$ cat config.mk
export PLATFORM = sky130hd
export DESIGN_NAME = sscc_top
export DESIGN_NICKNAME = d
export VERILOG_FILES = /design/src/core/sscc_pkg.sv /design/src/core/sscc_top.sv
export VERILOG_INCLUDE_DIRS = /design/src /design/src/core
export SDC_FILE = /design/constraint.sdc
export NUM_CORES = 1
export LEC_CHECK = 0
export ABC_AREA = 1
export BUFFER_PORTS_ARGS = -buffer_cell sky130_fd_sc_hd__buf_2
export CELL_PAD_IN_SITES_DETAIL_PLACEMENT = 0
export CELL_PAD_IN_SITES_GLOBAL_PLACEMENT = 1
export CORE_MARGIN = 5
export CORE_UTILIZATION = 40
export CTS_CLUSTER_SIZE = 30
export DETAILED_ROUTE_END_ITERATION = 6
export GPL_TIMING_DRIVEN = 0
export PLACE_DENSITY = 0.88
export SYNTH_ARGS = -nofsm -noshare
export SYNTH_HDL_FRONTEND = slang
export SYNTH_SLANG_ARGS = --single-unit
$ cat constraint.sdc
create_clock -name pclk -period 6.49 [get_ports pclk]
set_input_delay 0.3245 -clock pclk [delete_from_list [all_inputs] [get_ports pclk]]
set_output_delay 0.3245 -clock pclk [all_outputs]
set_load 0.02 [all_outputs]
$ cat src/core/sscc_cfg.svh
// constants for the strap sampling and clock configuration block
// assumes inclusion by sscc_pkg and sscc_top only
`ifndef SSCC_CFG_SVH
`define SSCC_CFG_SVH
`define SSCC_ADDR_CTRL 8'h00
`define SSCC_ADDR_STATUS 8'h04
`define SSCC_ADDR_PERIOD 8'h08
`define SSCC_ADDR_IRQ 8'h0C
`define SSCC_CTRL_FULL_BIT 0
`define SSCC_CTRL_RESET 1'h0
`define SSCC_STRAP_RESET 6'h00
`define SSCC_STRAP_FRAME_BIT 5
`define SSCC_STRAP_FWD_BIT 4
`define SSCC_OSC_NOMINAL 8'h20
`define SSCC_OSC_MIN 8'h02
`define SSCC_OSC_MAX 8'hFE
`define SSCC_RAMP_FIRST_LAST 4'hF
`define SSCC_RAMP_FULL_LAST 4'h0
`define SSCC_RATIO_DEFAULT 5'h08
`endif

$ cat src/core/sscc_pkg.sv
// types for the strap sampling and clock configuration block
// assumes sscc_cfg.svh is on the include path
package sscc_pkg;
`include "sscc_cfg.svh"
   // reset sequencer states, gray coded along settle -> nominal -> full
   typedef enum logic [1:0] {
      SSCC_SETTLE_WAIT_STATE = 2'h0,
      SSCC_NOMINAL_STATE = 2'h1,
      SSCC_FULL_STATE = 2'h3
   } sscc_state_t;

   // straps as latched from the interrupt pins
   typedef struct packed {
      logic frame_copy;
      logic fwd_internal;
      logic [3:0] ratio_code;
   } sscc_strap_t;

   // status word seen by software
   typedef struct packed {
      logic [12:0] zero;
      logic strap_bad;
      logic locked;
      logic fwd_reset;
      logic hold_reset;
      logic bypass;
      logic pump_en;
      logic [1:0] state;
      logic [4:0] ratio;
      sscc_strap_t strap;
   } sscc_status_t;
endpackage

$ cat src/core/sscc_top.sv
// strap capture at power-good, core clock source select and feedback divider
// assumes every pin input is asynchronous to pclk and slow against 25 MHz
// Operation
// - power_good_in rising latches the straps, including ratio_divisor.
// - power_good_in asserted enables the pll charge pump.
// - straps are taken at the power_good_in rising edge while reset is held.
// - after configuration the strap pins act as interrupt request inputs.
// - pll_skip_select 0 puts ref_clock_in on the core clock, 1 uses the pll.
// - in bypass divided_feedback_clock still follows the core clock.
// - strap bit 5 picks sampled frame_clock_in or a copy of feedback clock.
// - strap bit 4 picks which frame clock samples fwd_clock_reset_in.
// - strap bits 3..0 code ratio_divisor 3..16, 0000 meaning 8.
// - pll fully ramped aligns feedback clock rate to ref_clock_in.
// - in bypass feedback clock is ref_clock_in divided by ratio_divisor.
// - power_good_in low holds the sequencer idle and oscillator nominal.
// - before power_good_in the sequencer stays in settle_wait_state.
// - after power_good_in rises the pll locks against ref divided by 16.
//
// Implementation choices: the placing of the registers and the APB interface to the registers.
`timescale 1ns/10ps
module sscc_top
   import sscc_pkg::*;
(
   // clock and reset
   input wire logic pclk,
   input wire logic presetn,
   // apb slave
   input wire logic psel,
   input wire logic penable,
   input wire logic pwrite,
   input wire logic [7:0] paddr,
   input wire logic [31:0] pwdata,
   output logic [31:0] prdata,
   output logic pready,
   output logic pslverr,
   // board pins
   input wire logic power_good_in,
   input wire logic system_reset_n,
   input wire logic pll_skip_select,
   input wire logic ref_clock_in,
   input wire logic frame_clock_in,
   input wire logic fwd_clock_reset_in,
   input wire logic [5:0] interrupt_strap_pins,
   // clocks out as one-cycle enables and levels
   output logic core_global_clock,
   output logic divided_feedback_clock,
   output logic frame_clock_int,
   // configuration results
   output logic pump_enable,
   output logic hold_reset,
   output logic fwd_reset_int,
   output logic [4:0] ratio_divisor,
   output logic [5:0] irq_request
);

   // maps a strap code to its divisor; illegal codes 0001 and 0010 give 8
   function automatic logic [4:0] ratio_of(input logic [3:0] code);
      logic [4:0] r;
      r = `SSCC_RATIO_DEFAULT;
      if (code >= 4'h3 && code <= 4'h7) begin
         r = {1'b0, code};
      end else if (code[3]) begin
         r = {1'b0, code} + 5'h01;
      end
      return r;
   endfunction

   function automatic logic code_bad(input logic [3:0] code);
      return code == 4'h1 || code == 4'h2;
   endfunction

   // two-flop synchronisers for every pin
   localparam int NSYNC = 13;
   logic [NSYNC-1:0] sync1;
   logic [NSYNC-1:0] sync2;
   logic [NSYNC-1:0] pins;
   assign pins = {power_good_in, system_reset_n, pll_skip_select, ref_clock_in,
                  frame_clock_in, fwd_clock_reset_in, interrupt_strap_pins, 1'b0};

   always_ff @(posedge pclk or negedge presetn) begin
      if (!presetn) begin
         sync1 <= '0;
         sync2 <= '0;
      end else begin
         sync1 <= pins;
         sync2 <= sync1;
      end
   end

   logic pg_s;
   logic sysrst_n_s;
   logic bypass_s;
   logic ref_s;
   logic frame_s;
   logic fwdrst_s;
   logic [5:0] strap_s;
   assign pg_s = sync2[12];
   assign sysrst_n_s = sync2[11];
   assign bypass_s = !sync2[10];
   assign ref_s = sync2[9];
   assign frame_s = sync2[8];
   assign fwdrst_s = sync2[7];
   assign strap_s = sync2[6:1];

   // edge detection on synchronised levels
   logic pg_d;
   logic ref_d;
   logic frame_d;
   always_ff @(posedge pclk or negedge presetn) begin
      if (!presetn) begin
         pg_d <= 1'b0;
         ref_d <= 1'b0;
         frame_d <= 1'b0;
      end else begin
         pg_d <= pg_s;
         ref_d <= ref_s;
         frame_d <= frame_s;
      end
   end

   logic pg_rise;
   logic ref_tick;
   logic frame_ext_tick;
   assign pg_rise = pg_s && !pg_d;
   assign ref_tick = ref_s && !ref_d;
   assign frame_ext_tick = frame_s && !frame_d;

   // software control
   logic ctrl_full;

   // reset sequencer
   sscc_state_t state;
   sscc_state_t next_state;
   always_comb begin
      next_state = state;
      unique case (state)
         SSCC_SETTLE_WAIT_STATE: begin
            if (pg_rise) begin
               next_state = SSCC_NOMINAL_STATE;
            end
         end
         SSCC_NOMINAL_STATE: begin
            if (ctrl_full && sysrst_n_s) begin
               next_state = SSCC_FULL_STATE;
            end
         end
         SSCC_FULL_STATE: begin
            if (!ctrl_full) begin
               next_state = SSCC_NOMINAL_STATE;
            end
         end
         default: begin
            next_state = SSCC_SETTLE_WAIT_STATE;
         end
      endcase
      if (!pg_s) begin
         next_state = SSCC_SETTLE_WAIT_STATE;
      end
   end

   always_ff @(posedge pclk or negedge presetn) begin
      if (!presetn) begin
         state <= SSCC_SETTLE_WAIT_STATE;
      end else begin
         state <= next_state;
      end
   end

   // strap latch, taken only at the power-good rising edge
   sscc_strap_t strap;
   logic strap_bad;
   always_ff @(posedge pclk or negedge presetn) begin
      if (!presetn) begin
         strap <= `SSCC_STRAP_RESET;
         ratio_divisor <= `SSCC_RATIO_DEFAULT;
         strap_bad <= 1'b0;
      end else if (pg_rise) begin
         strap <= strap_s;
         ratio_divisor <= ratio_of(strap_s[3:0]);
         strap_bad <= code_bad(strap_s[3:0]);
      end
   end

   // reset hold and charge pump
   always_ff @(posedge pclk or negedge presetn) begin
      if (!presetn) begin
         pump_enable <= 1'b0;
         hold_reset <= 1'b1;
      end else begin
         pump_enable <= pg_s && state != SSCC_SETTLE_WAIT_STATE;
         hold_reset <= !pg_s || !sysrst_n_s;
      end
   end

   // pins serve as interrupt requests once configured
   always_ff @(posedge pclk or negedge presetn) begin
      if (!presetn) begin
         irq_request <= '0;
      end else if (state != SSCC_SETTLE_WAIT_STATE && !pg_rise) begin
         irq_request <= strap_s;
      end else begin
         irq_request <= '0;
      end
   end

   // ref divided by the ramp divisor for the phase detector
   logic [3:0] ramp_last;
   logic [3:0] ref_cnt;
   logic ref_div_tick;
   assign ramp_last = (state == SSCC_FULL_STATE) ? `SSCC_RAMP_FULL_LAST
                                                 : `SSCC_RAMP_FIRST_LAST;
   assign ref_div_tick = ref_tick && ref_cnt >= ramp_last;
   always_ff @(posedge pclk or negedge presetn) begin
      if (!presetn) begin
         ref_cnt <= 4'h0;
      end else if (state == SSCC_SETTLE_WAIT_STATE) begin
         ref_cnt <= 4'h0;
      end else if (ref_tick) begin
         ref_cnt <= ref_div_tick ? 4'h0 : ref_cnt + 4'h1;
      end
   end

   // internal oscillator, period in pclk cycles
   logic [7:0] osc_period;
   logic [7:0] osc_cnt;
   logic osc_tick;
   assign osc_tick = osc_cnt >= osc_period - 8'h01;
   always_ff @(posedge pclk or negedge presetn) begin
      if (!presetn) begin
         osc_cnt <= 8'h00;
      end else begin
         osc_cnt <= osc_tick ? 8'h00 : osc_cnt + 8'h01;
      end
   end

   // core clock source select
   logic core_tick;
   assign core_tick = bypass_s ? ref_tick : osc_tick;
   always_ff @(posedge pclk or negedge presetn) begin
      if (!presetn) begin
         core_global_clock <= 1'b0;
      end else begin
         core_global_clock <= core_tick;
      end
   end

   // feedback divider runs in both modes
   logic [4:0] fb_cnt;
   logic fb_tick;
   assign fb_tick = core_tick && fb_cnt >= ratio_divisor - 5'h01;
   always_ff @(posedge pclk or negedge presetn) begin
      if (!presetn) begin
         fb_cnt <= 5'h00;
         divided_feedback_clock <= 1'b0;
      end else if (core_tick) begin
         fb_cnt <= fb_tick ? 5'h00 : fb_cnt + 5'h01;
         divided_feedback_clock <= fb_tick || (fb_cnt + 5'h01) < (ratio_divisor >> 1);
      end
   end

   // phase detector and charge pump acting on the oscillator period
   logic signed [7:0] phase_err;
   logic locked;
   logic pll_active;
   assign pll_active = pump_enable && !bypass_s;
   always_ff @(posedge pclk or negedge presetn) begin
      if (!presetn) begin
         phase_err <= 8'sh00;
      end else if (!pll_active || ref_div_tick) begin
         phase_err <= 8'sh00;
      end else if (fb_tick && phase_err != 8'sh7F) begin
         phase_err <= phase_err + 8'sh01;
      end
   end

   always_ff @(posedge pclk or negedge presetn) begin
      if (!presetn) begin
         osc_period <= `SSCC_OSC_NOMINAL;
         locked <= 1'b0;
      end else if (!pg_s) begin
         osc_period <= `SSCC_OSC_NOMINAL;
         locked <= 1'b0;
      end else if (pll_active && ref_div_tick) begin
         locked <= phase_err == 8'sh01;
         if (phase_err > 8'sh01 && osc_period != `SSCC_OSC_MAX) begin
            osc_period <= osc_period + 8'h01;
         end else if (phase_err < 8'sh01 && osc_period != `SSCC_OSC_MIN) begin
            osc_period <= osc_period - 8'h01;
         end
      end
   end

   // internal frame clock
   logic frame_int_tick;
   assign frame_int_tick = strap.frame_copy ? fb_tick : frame_ext_tick;
   always_ff @(posedge pclk or negedge presetn) begin
      if (!presetn) begin
         frame_clock_int <= 1'b0;
      end else begin
         frame_clock_int <= frame_int_tick;
      end
   end

   // clock-forward reset sampled by the strapped frame clock
   logic fwd_sample;
   assign fwd_sample = strap.fwd_internal ? frame_int_tick : frame_ext_tick;
   always_ff @(posedge pclk or negedge presetn) begin
      if (!presetn) begin
         fwd_reset_int <= 1'b1;
      end else if (!pg_s) begin
         fwd_reset_int <= 1'b1;
      end else if (fwd_sample) begin
         fwd_reset_int <= fwdrst_s;
      end
   end

   // apb slave, zero wait states
   logic setup;
   logic wr_en;
   logic hit;
   assign setup = psel && !penable;
   assign wr_en = psel && penable && pwrite;
   assign pready = 1'b1;
   assign hit = paddr == `SSCC_ADDR_CTRL || paddr == `SSCC_ADDR_STATUS ||
                paddr == `SSCC_ADDR_PERIOD || paddr == `SSCC_ADDR_IRQ;

   always_ff @(posedge pclk or negedge presetn) begin
      if (!presetn) begin
         ctrl_full <= `SSCC_CTRL_RESET;
      end else if (wr_en && paddr == `SSCC_ADDR_CTRL) begin
         ctrl_full <= pwdata[`SSCC_CTRL_FULL_BIT];
      end
   end

   sscc_status_t status;
   always_comb begin
      status = '0;
      status.strap = strap;
      status.ratio = ratio_divisor;
      status.state = state;
      status.pump_en = pump_enable;
      status.bypass = bypass_s;
      status.hold_reset = hold_reset;
      status.fwd_reset = fwd_reset_int;
      status.locked = locked;
      status.strap_bad = strap_bad;
   end

   logic [31:0] next_prdata;
   always_comb begin
      next_prdata = 32'h0000_0000;
      unique case (paddr)
         `SSCC_ADDR_CTRL: next_prdata = {31'h0, ctrl_full};
         `SSCC_ADDR_STATUS: next_prdata = status;
         `SSCC_ADDR_PERIOD: next_prdata = {24'h0, osc_period};
         `SSCC_ADDR_IRQ: next_prdata = {26'h0, irq_request};
         default: next_prdata = 32'h0000_0000;
      endcase
   end

   always_ff @(posedge pclk or negedge presetn) begin
      if (!presetn) begin
         prdata <= 32'h0000_0000;
         pslverr <= 1'b0;
      end else if (setup) begin
         prdata <= pwrite ? 32'h0000_0000 : next_prdata;
         pslverr <= !hit;
      end
   end

endmodule

==> flow_summary_export.csv, run 1 <==
group,metric,value,unit
clocking,ctsResizeCount,0,
power_and_ir_drop,ir_drop,0.0002108,V
setup_path,cp_max_fo,10,
placed_design,hpwlAfterDp,9759,µm
cells_and_area,design_area,6384,µm²
synth,yosysUniqueCellTypes,42,
sta,tightest_slew,842.6,ps
synth,synth.area.top_cells,"dfrtp_1 48%, ha_1 7.6%, nand2_1 6.7%",
synth,synth_cells,605,
grt,grt_pass1_wl,21250,µm
sta,setup_viol,0,
die,core.rowCount,42,
setup_path,end_kind,"flop",
power_and_ir_drop,p_per_area,326.6,nW/µm²
synth,synth_seq_cells,108,
detailed_routing,drt_iter0_drc,260,
die,die_area,16080,µm²
power_and_ir_drop,leakage,3.247,nW
detailed_routing,post-route-drc-count,0,
sta,rsz0062_at_grt,"false",
clocking,cts-htree-levels,3,
die,fp.dieH,126.8,µm
grt,grt_pass1_vias,4388,
setup_path,worstPathRequired,6730,ps
run,drv_cap,0,
clocking,clock_path_buffers,2,
grt,antenna_found_initial,0,
die,ioPinCount,108,
grt,track_usage,16.34,%
synth,syn_area,5458,µm²
sta,fmaxAchievable,328.5,MHz
detailed_routing,wl,12720,µm
cells_and_area,layout-drive-gt1-share,16.95,%
clocking,post-cts-setup-buffer-count,0,
detailed_routing,avgViaCountPerCell,4.947,
sta,final_max_slew_viol_count,0,
placed_design,routabilityCongestion,0.8999,
synth,yosys.area.top_type,"dfrtp_1",
sta,skew,8.272,ps
clocking,root_buffer,"clkbuf_16",
sta,tns,0,ps
cells_and_area,area_growth,16.96,%
clocking,worst_skew_pair.late_latency,360,ps
die,start_util,41.05,%
min_path,hold_class,"input port to asynchronous set/reset pin",
clocking,cts_tree,"yes",
detailed_routing,first_pass_iters,5,
sta,slew_headroom,43.83,%
grt,grt_max_degree,66,
sta,finalCriticalPeriod,3045,ps
placed_design,portBuffers,62,
synth,async_reset_ff_share,100.0,%
cells_and_area,antennaDiodeCount,0,
sta,post-route-period-util,46.91,%
detailed_routing,dr_total_vias,4314,
clocking,clk_pin_slew_worst_paths,80,ps
sta,hold_viol_final,0,
synth,postSynthAreaPerCell,9.021,µm²
synth,synth-edff-count,0,
power_and_ir_drop,total_power,2.085,mW
synth,ys_warn_count,0,
clocking,clock_sinks,108,
cells_and_area,layout_common_cells,"104 x dfrtp_1, 98 x nand2_1, 84 x inv_1, 63 x buf_2, 45 x nand3_1",
cells_and_area,final_nets,781,
cells_and_area,final_common_cell,"dfrtp_1",
clocking,cts_hold_buf,0,
synth,seq_area_frac_synth,49.61,%
synth,synth_ff_type,"dfrtp_1",
placed_design,place_area,6056,µm²
detailed_routing,drtAntennaViolNets,0,
setup_path,arrival,3280,ps
grt,gr-total-overflow,0,
die,core-area,13300,µm²
cells_and_area,n_fill_cell,1250,
die,fp.dieW,126.8,µm
detailed_routing,post_drt_wl_per_cell,14.59,µm
clocking,cts_made_buffers,9,
setup_path,crit_path_start_kind,"flop",
synth,synth_top_area_share,47.68,%
run_status,status,"completed",
setup_path,critical_path_class,"flop to flop",
==> power by group <==
group / switching (mW) / total, mW / internal (mW)
Sequential: 0.0851 / 0.849 / 0.764
Clock: 0.278 / 0.591 / 0.314
Combinational: 0.404 / 0.645 / 0.241
Total: 0.767 / 2.09 / 1.32
==> kinds of logic (layout without fill, tap and decap cells) <==
| group | count (synthesis) | in the layout | synth area share, % |
|---|---|---|---|
| compound gates | 100 | 100 | 11.07 |
| simple gates | 219 | 219 | 17.52 |
| fa+ha+maj | 33 | 33 | 7.565 |
| buf+inv | 115 | 194 | 9.605 |
| flops | 108 | 108 | 49.61 |
| xor+xnor | 28 | 28 | 4.493 |
| other cells | 2 | 14 | 0.1376 |
==> layer usage <==
metal  up-vias  share of wire (%)  GRT usage, %  routed length (µm)
met5         -                  0             0                   0
met4         0                3.0         7.697                 388
met3        26                3.8         2.606                 484
met2        91                 50         27.49                6305
met1      2067                 44         20.61                5545
li1       2130                  -             -                   -
==> through the flow <==
| stage | util (%) | std cells | hold WS, ps | worst slack [ps] |
|---|---|---|---|---|
| floorplan | - | 617 | 28.91 | 3973 |
| global placement | 45.38 | 855 | 332.4 | 3498 |
| detailed placement | 45.55 | 856 | 334.7 | 3451 |
| CTS | 48.01 | 872 | 57.55 | 3418 |
| global route | 48.01 | 872 | 57.59 | 3164 |
| finish | 48.01 | 872 | 64.29 | 3445 |
==> worst max-delay path: stages, from the launching register on <==
cell and delay, ps:
dfrtp_1 400, inv_1 240, ha_1 260, nand2_1 100, nor3_1 190, xor2_1 230
ha_1 270, nand2_1 90, o21a_1 140, nand3_1 170, nand2_2 200, inv_2 80
nand3_1 100, nand2_2 110, buf_2 190, nand2_1 60, o21ai_0 80
==> flip-flops by register name, summed over array words and instances, names as in the netlist, 2 cells and up <==
register and flops:
osc_cnt 8, fb_cnt 5, sync1 12, phase_err 8, osc_period 8, ref_cnt 4
ratio_divisor 5, state 2, prdata 19, irq_request 6, sync2 12, status 6
==> worst paths after layout <==
kind                                                start                           end  slack [ps]  cells past startpoint
worst max-delay path            osc_period[0]$_DFFE_PN0P_      phase_err[5]$_DFFE_PN0P_        3450                     16
worst min-delay path                              presetn           sync2[10]$_DFF_PN0_          60                      1
worst max register to register  osc_period[0]$_DFFE_PN0P_      phase_err[5]$_DFFE_PN0P_        3450                     16
worst min register to register         sync1[7]$_DFF_PN0_            sync2[7]$_DFF_PN0_         350                      0
max in group asynchronous                         presetn  ratio_divisor[3]$_DFFE_PN1P_        5650                      2
min in group pclk                      fwd_clock_reset_in            sync1[7]$_DFF_PN0_          70                      1
==> cells in the mapped netlist, drive strengths merged, types with 4 or more instances <==
cell type	number
a21oi	23
a22o	4
buf	25
clkbuf	4
dfrtp	104
dfstp	4
ha	33
inv	86
nand2	101
nand3	45
nand4	13
nor2	45
nor3	9
o21ai	42
o22ai	11
o31ai	8
xnor2	5
xor2	23
==> area by class of cell <==
class	instances	area, µm²	area share [%]
Clock inverter	7	102.6	1.607
Sequential cell	108	2708	42.41
Timing Repair Buffer	63	332.8	5.214
Inverter	86	322.8	5.057
Tap cell	176	220.2	3.450
Multi-Input combinational cell	394	2271	35.57
Clock buffer	9	225.2	3.528
Buffer	29	201.4	3.156
(Power assumes the default switching activity.)
==> inputs of run 2 (changes only) <==
- CORE_UTILIZATION: 40 -> 38
- clock period: 6.49 -> 2.68 ns (I/O delays scaled with it)
==> run 2 against run 1 <==
Total power rose to 2.5 times the previous value. Setup slack got worse by 3300 ps. Clock-buffer cell count rose by 1. Cell count up 4.6%. First-iteration DRC count down 8.1%. Via count grew 2.0%. Hold slack got worse by 39 ps. Clock power grew 130%. Global-route usage down 0.63 points. Clock skew increased by 1.4 ps.
==> flow_summary_export.csv, run 2 (synthesized netlist as in run 1, its figures left out) <==
group,metric,value,unit
sta,final_max_slew_viol_count,0,
sta,hold_viol_final,0,
detailed_routing,drtAntennaViolNets,0,
cells_and_area,layout_common_cells,"103 x dfrtp_1, 98 x nand2_1, 81 x inv_1, 62 x buf_2",
clocking,cts-htree-levels,3,
setup_path,r2r_start,"osc_period[2]$_DFFE_PN0P_",
placed_design,hpwlAfterDp,9520,µm
detailed_routing,first_pass_iters,5,
cells_and_area,final_common_cell,"dfrtp_1",
run,drv_cap,0,
clocking,worst_skew_pair.late_latency,360,ps
cells_and_area,final_nets,817,
detailed_routing,dr_total_vias,4399,
min_path,min-delay-start,"pwdata[0]",
die,start_util,39.02,%
sta,tightest_slew,685.4,ps
cells_and_area,utilization,48.50,%
setup_path,arrival,2810,ps
grt,grt_max_degree,72,
clocking,root_buffer,"clkbuf_16",
min_path,hold_class,"input port to flop",
cells_and_area,largestRegisters,"prdata (19), sync1 (12), sync2 (12)",
sta,setup_viol,0,
placed_design,place_area,6068,µm²
placed_design,portBuffers,62,
die,ioPinCount,108,
cells_and_area,area_growth,24.30,%
detailed_routing,post-route-drc-count,0,
die,die_area,16860,µm²
run_status,status,"completed",
sta,finalCriticalPeriod,2564,ps
power_and_ir_drop,p_per_area,779.8,nW/µm²
grt,grt_pass1_vias,4173,
clocking,clock_path_buffers,2,
grt,track_usage,15.71,%
setup_path,worstPathRequired,2920,ps
sta,slew_headroom,54.31,%
clocking,cts_tree,"yes",
cells_and_area,largest_register_ffs,19,
cells_and_area,design_area,6784,µm²
setup_path,crit_path_start_kind,"flop",
detailed_routing,wl,13050,µm
power_and_ir_drop,ir_drop,0.0005137,V
min_path,hold_path_end,"ctrl_full$_DFFE_PN0P_",
sta,skew,9.668,ps
grt,antenna_found_initial,0,
grt,gr-total-overflow,0,
grt,grt_pass1_wl,20660,µm
detailed_routing,drt_iter0_drc,239,
cells_and_area,regMostFlops,"prdata",
clocking,clock_sinks,108,
sta,tns,0,ps
setup_path,r2r_end,"phase_err[5]$_DFFE_PN0P_",
sta,post-route-period-util,95.66,%
clocking,cts_made_buffers,9,
cells_and_area,layout-drive-gt1-share,21.04,%
detailed_routing,avgViaCountPerCell,4.823,
detailed_routing,post_drt_wl_per_cell,14.31,µm
power_and_ir_drop,leakage,3.426,nW
placed_design,place_ws,-354.3,ps
die,fp.dieW,129.8,µm
sta,setup_ws,116.4,ps
die,core.rowCount,43,
min_path,whs_path_depth,3,
setup_path,end_kind,"flop",
cells_and_area,antennaDiodeCount,0,
sta,fmaxAchievable,390.1,MHz
setup_path,rr_worst_depth,16,
setup_path,critical_path_class,"flop to flop",
die,core-area,13990,µm²
clocking,clk_pin_slew_worst_paths,70,ps
power_and_ir_drop,total_power,5.290,mW
die,fp.dieH,129.8,µm
setup_path,r2r_slack,120,ps
placed_design,routabilityCongestion,0.8467,
setup_path,cp_max_fo,5,
## run 2: worst max path at each step
| stage | depth (start not counted) | startpoint | to |
|---|---|---|---|
| after floorplan | 16 | osc_period[0]$_DFFE_PN0P_ | phase_err[3]$_DFFE_PN0P_ |
| after global placement | 16 | osc_period[0]$_DFFE_PN0P_ | phase_err[5]$_DFFE_PN0P_ |
| after detailed placement | 16 | osc_period[0]$_DFFE_PN0P_ | phase_err[5]$_DFFE_PN0P_ |
| after CTS | 16 | osc_period[2]$_DFFE_PN0P_ | phase_err[0]$_DFFE_PN0P_ |
| after global routing | 16 | osc_period[2]$_DFFE_PN0P_ | phase_err[5]$_DFFE_PN0P_ |
| final | 16 | osc_period[2]$_DFFE_PN0P_ | phase_err[5]$_DFFE_PN0P_ |
## run 2: repair_timing
| item | CTS | global route |
|---|---|---|
| cloned | 0 | 1 |
| setup endpoints to repair | 14 | 14 |
| endpoints found under the hold margin | 48 | 0 |
| resized for setup | 13 | 21 |
| hold buffers | 13 | 0 |
| buffers inserted | 9 | 13 |
| pin swaps | 9 | 9 |
## run 2: critical path: stages (launching register included)
cell and delay (ps):
dfrtp_1 380, buf_6 130, nor2_4 80, nand4_1 140, nor3_2 160, xor2_1 250, ha_1 300, a21oi_2 140
o21a_1 180, nand3_4 110, nand2_4 100, inv_4 50, nand3_4 60, nand2_4 70, buf_6 150, nand2_1 80
o21ai_2 70
## run 2: per-stage QoR
step                      hold WS, ps  instances
after CTS                       21.09        898
after detailed placement        152.4        860
after global placement          241.9        859
after global routing            27.02        912
after floorplan                -161.6        617
final                           25.00        912
## run 2: cell type report
type                    instances  area [µm²]
clock buffers                  10       229.0
multi-input cells             394        2350
clock inverters                 6       82.58
well taps                     180       225.2
repair buffers                 99       644.4
inverters                      86       330.3
plain buffers                  29       214.0
fillers                      1376        7204
flip-flops and latches        108        2709
## run 2: report_power, final
part / switching (mW) / leakage [nW] / internal (mW)
registers: 0.207 / 1.37 / 1.85
logic: 1.07 / 1.91 / 0.788
clock network: 0.630 / 0.148 / 0.745
## run 2: per-layer routing
metal | wire length, µm | GRT usage (%) | share of wire [%] | vias up
met5 | 0 | 0 | 0 | -
met4 | 331 | 4.951 | 2.5 | 0
met3 | 646 | 3.643 | 5.0 | 27
met2 | 6011 | 24.72 | 46 | 125
met1 | 6061 | 21.66 | 46 | 2037
li1 | - | - | - | 2210
==> inputs of run 3 (changes only) <==
- CORE_ASPECT_RATIO: default -> 0.7
- CORE_MARGIN: 5 -> 2
==> run 3 against run 2 <==
Register-to-register slack better by 30 ps. Clock power down 5%. Clock-buffer cell count unchanged. Global-route usage up 1.5 points. Critical endpoint is now phase_err[6]$_DFFE_PN0P_. Largest cell class unchanged.
==> flow_summary_export.csv, run 3 (synthesized netlist as in run 1, its figures left out) <==
group,metric,value,unit
run_status,status,"completed",
grt,globalRouteMet2Util,24.23,%
cells_and_area,area_growth,24.58,%
setup_path,r2r_end,"phase_err[6]$_DFFE_PN0P_",
sta,setup_viol,0,
clocking,cts_tree,"yes",
sta,hold_viol_final,0,
sta,tightest_slew,760.9,ps
min_path,min-delay-start,"pwdata[0]",
grt,grt_pass1_vias,4127,
placed_design,portBuffers,62,
setup_path,end_kind,"flop",
detailed_routing,wl,13330,µm
placed_design,routabilityCongestion,0.8351,
detailed_routing,dr_total_vias,4457,
setup_path,cp_max_fo,5,
grt,met3_usage,3.026,%
die,core-area,13960,µm²
clocking,root_buffer,"clkbuf_16",
power_and_ir_drop,internal_power,3.361,mW
die,core.rowCount,36,
min_path,hold_path_end,"ctrl_full$_DFFE_PN0P_",
cells_and_area,largestRegisters,"prdata (19), sync1 (12), sync2 (12)",
sta,slew_headroom,48.81,%
cells_and_area,utilization,48.69,%
setup_path,r2r_start,"ratio_divisor[0]$_DFFE_PN0P_",
die,fp.dieW,147.2,µm
setup_path,critical_path_class,"flop to flop",
sta,fmaxAchievable,394.1,MHz
power_and_ir_drop,p_per_area,784.2,nW/µm²
placed_design,place_area,6081,µm²
sta,whs,36.87,ps
cells_and_area,n_fill_cell,1332,
power_and_ir_drop,pwr-share-clk,24.4,%
cells_and_area,finalNonFillerCells,924,
power_and_ir_drop,pwr-share-seq,38.8,%
placed_design,hpwlAfterDp,9559,µm
cells_and_area,design_area,6799,µm²
sta,rsz0062_at_grt,"true",
cells_and_area,antennaDiodeCount,0,
cells_and_area,regMostFlops,"prdata",
sta,skew,8.537,ps
clocking,cts-htree-levels,3,
run,drv_cap,0,
die,ioPinCount,108,
cells_and_area,largest_register_ffs,19,
setup_path,rr_worst_depth,15,
power_and_ir_drop,switchingPower,1.971,mW
clocking,clock_sinks,108,
clocking,clock_path_buffers,2,
setup_path,cp_cell_sequence,"inv_1 -> ha_1 -> nand3_1 -> xor2_1 -> ha_1 -> nand2_1 -> inv_1 -> o21ai_0 -> nand4_1 -> buf_4 -> nand3_4 -> nand2_4 -> buf_6 -> nand3_1 -> o21ai_2",
clocking,cts_made_buffers,9,
grt,antenna_found_initial,0,
power_and_ir_drop,leakage,3.429,nW
sta,post-route-period-util,94.68,%
power_and_ir_drop,switching_share,36.96,%
placed_design,place_ws,-354.4,ps
die,die_area,15350,µm²
setup_path,path_buf_inv,4,
cells_and_area,multi_input_area,2356,µm²
cells_and_area,layout-drive-gt1-share,21.53,%
setup_path,slowest_delay,380,ps
cells_and_area,final_common_cell,"dfrtp_1",
setup_path,worstPathRequired,2920,ps
setup_path,r2r_slack,140,ps
min_path,whs_path_depth,3,
grt,grt_max_degree,62,
detailed_routing,avgViaCountPerCell,4.824,
grt,grt_pass1_wl,21160,µm
setup_path,arrival,2780,ps
setup_path,slowest_stage,"dfrtp_1",
sta,finalCriticalPeriod,2537,ps
grt,use_met1,27.51,%
detailed_routing,post_drt_wl_per_cell,14.42,µm
die,fp.dieH,104.3,µm
die,start_util,39.09,%
sta,setup_ws,142.5,ps
setup_path,critical-path-top-delay-family,"buffers and inverters",
detailed_routing,post-route-drc-count,0,
grt,grt_most_used_layer,"met1",
grt,gr-total-overflow,0,
detailed_routing,first_pass_iters,4,
setup_path,crit_path_start_kind,"flop",
placed_design,place_inst,870,
detailed_routing,drt_iter0_drc,373,
cells_and_area,seqCellArea,2709,µm²
cells_and_area,layout_common_cells,"103 x dfrtp_1, 98 x nand2_1, 81 x inv_1, 62 x buf_2",
power_and_ir_drop,power_frac_comb,36.8,%
sta,final_max_slew_viol_count,0,
min_path,hold_class,"input port to flop",
cells_and_area,final_nets,819,
clocking,worst_skew_pair.late_latency,350,ps
grt,track_usage,17.26,%
detailed_routing,drtAntennaViolNets,0,
clocking,clk_pin_slew_worst_paths,80,ps
power_and_ir_drop,ir_drop,0.0004029,V
## run 3: what timing repair did
action,in CTS,in global routing
hold buffers,13,0
pin swaps,8,15
setup buffers,13,12
hold endpoints to repair,57,0
gates resized for setup,12,23
cloned,0,1
setup endpoints to repair,14,15
## run 3: worst reg2reg max path, cell delays in order, from the launching register on
cell	delay, ps
dfrtp_1	380
inv_1	230
ha_1	250
nand3_1	100
xor2_1	160
ha_1	310
nand2_1	80
inv_1	50
o21ai_0	80
nand4_1	170
buf_4	210
nand3_4	90
nand2_4	70
buf_6	120
nand3_1	70
o21ai_2	60
## run 3: final cells by class
cell class	count	share of cell area, %
clock inverter	6	0.7729
sequential	108	39.84
buffer	29	3.055
clock buffer	10	3.515
tap	190	3.497
timing repair buffer	101	9.845
inverter	86	4.821
multi-input combinational	394	34.65
## run 3: how the worst max path moves through the flow
| stage | slack, ps | cells past startpoint | start | end |
|---|---|---|---|---|
| 3_5_place_dp | -350 | 15 | osc_period[0]$_DFFE_PN0P_ | phase_err[6]$_DFFE_PN0P_ |
| 2_1_floorplan | 160 | 16 | osc_period[0]$_DFFE_PN0P_ | phase_err[3]$_DFFE_PN0P_ |
| 5_1_grt | -30 | 16 | osc_period[2]$_DFFE_PN0P_ | phase_err[5]$_DFFE_PN0P_ |
| 4_1_cts | 20 | 16 | osc_period[2]$_DFFE_PN0P_ | phase_err[5]$_DFFE_PN0P_ |
| 3_3_place_gp | -340 | 16 | osc_period[0]$_DFFE_PN0P_ | phase_err[5]$_DFFE_PN0P_ |
| 6_report | 140 | 15 | ratio_divisor[0]$_DFFE_PN0P_ | phase_err[6]$_DFFE_PN0P_ |
## run 3: power by group through the flow
stage / Clock [mW] / Sequential (mW) / Combinational [mW]
after global routing: 1.40 / 2.09 / 2.20
after floorplan: 0 / 2.08 / 1.11
after detailed placement: 0 / 2.08 / 1.55
after CTS: 1.33 / 2.06 / 1.73
after global placement: 0 / 2.08 / 1.51
final: 1.30 / 2.07 / 1.96
## run 3: through the flow
step,power [mW],setup TNS (ps)
after CTS,5.119,0
after global placement,3.597,-2755
after floorplan,3.189,0
after global routing,5.690,-150.6
after detailed placement,3.635,-2636
final,5.332,0
## run 3: routing by layer
metal	part of all wire (%)	wire length, µm
met2	42	5608
met5	0	0
met4	1.1	145
met1	52	6989
met3	4.4	584
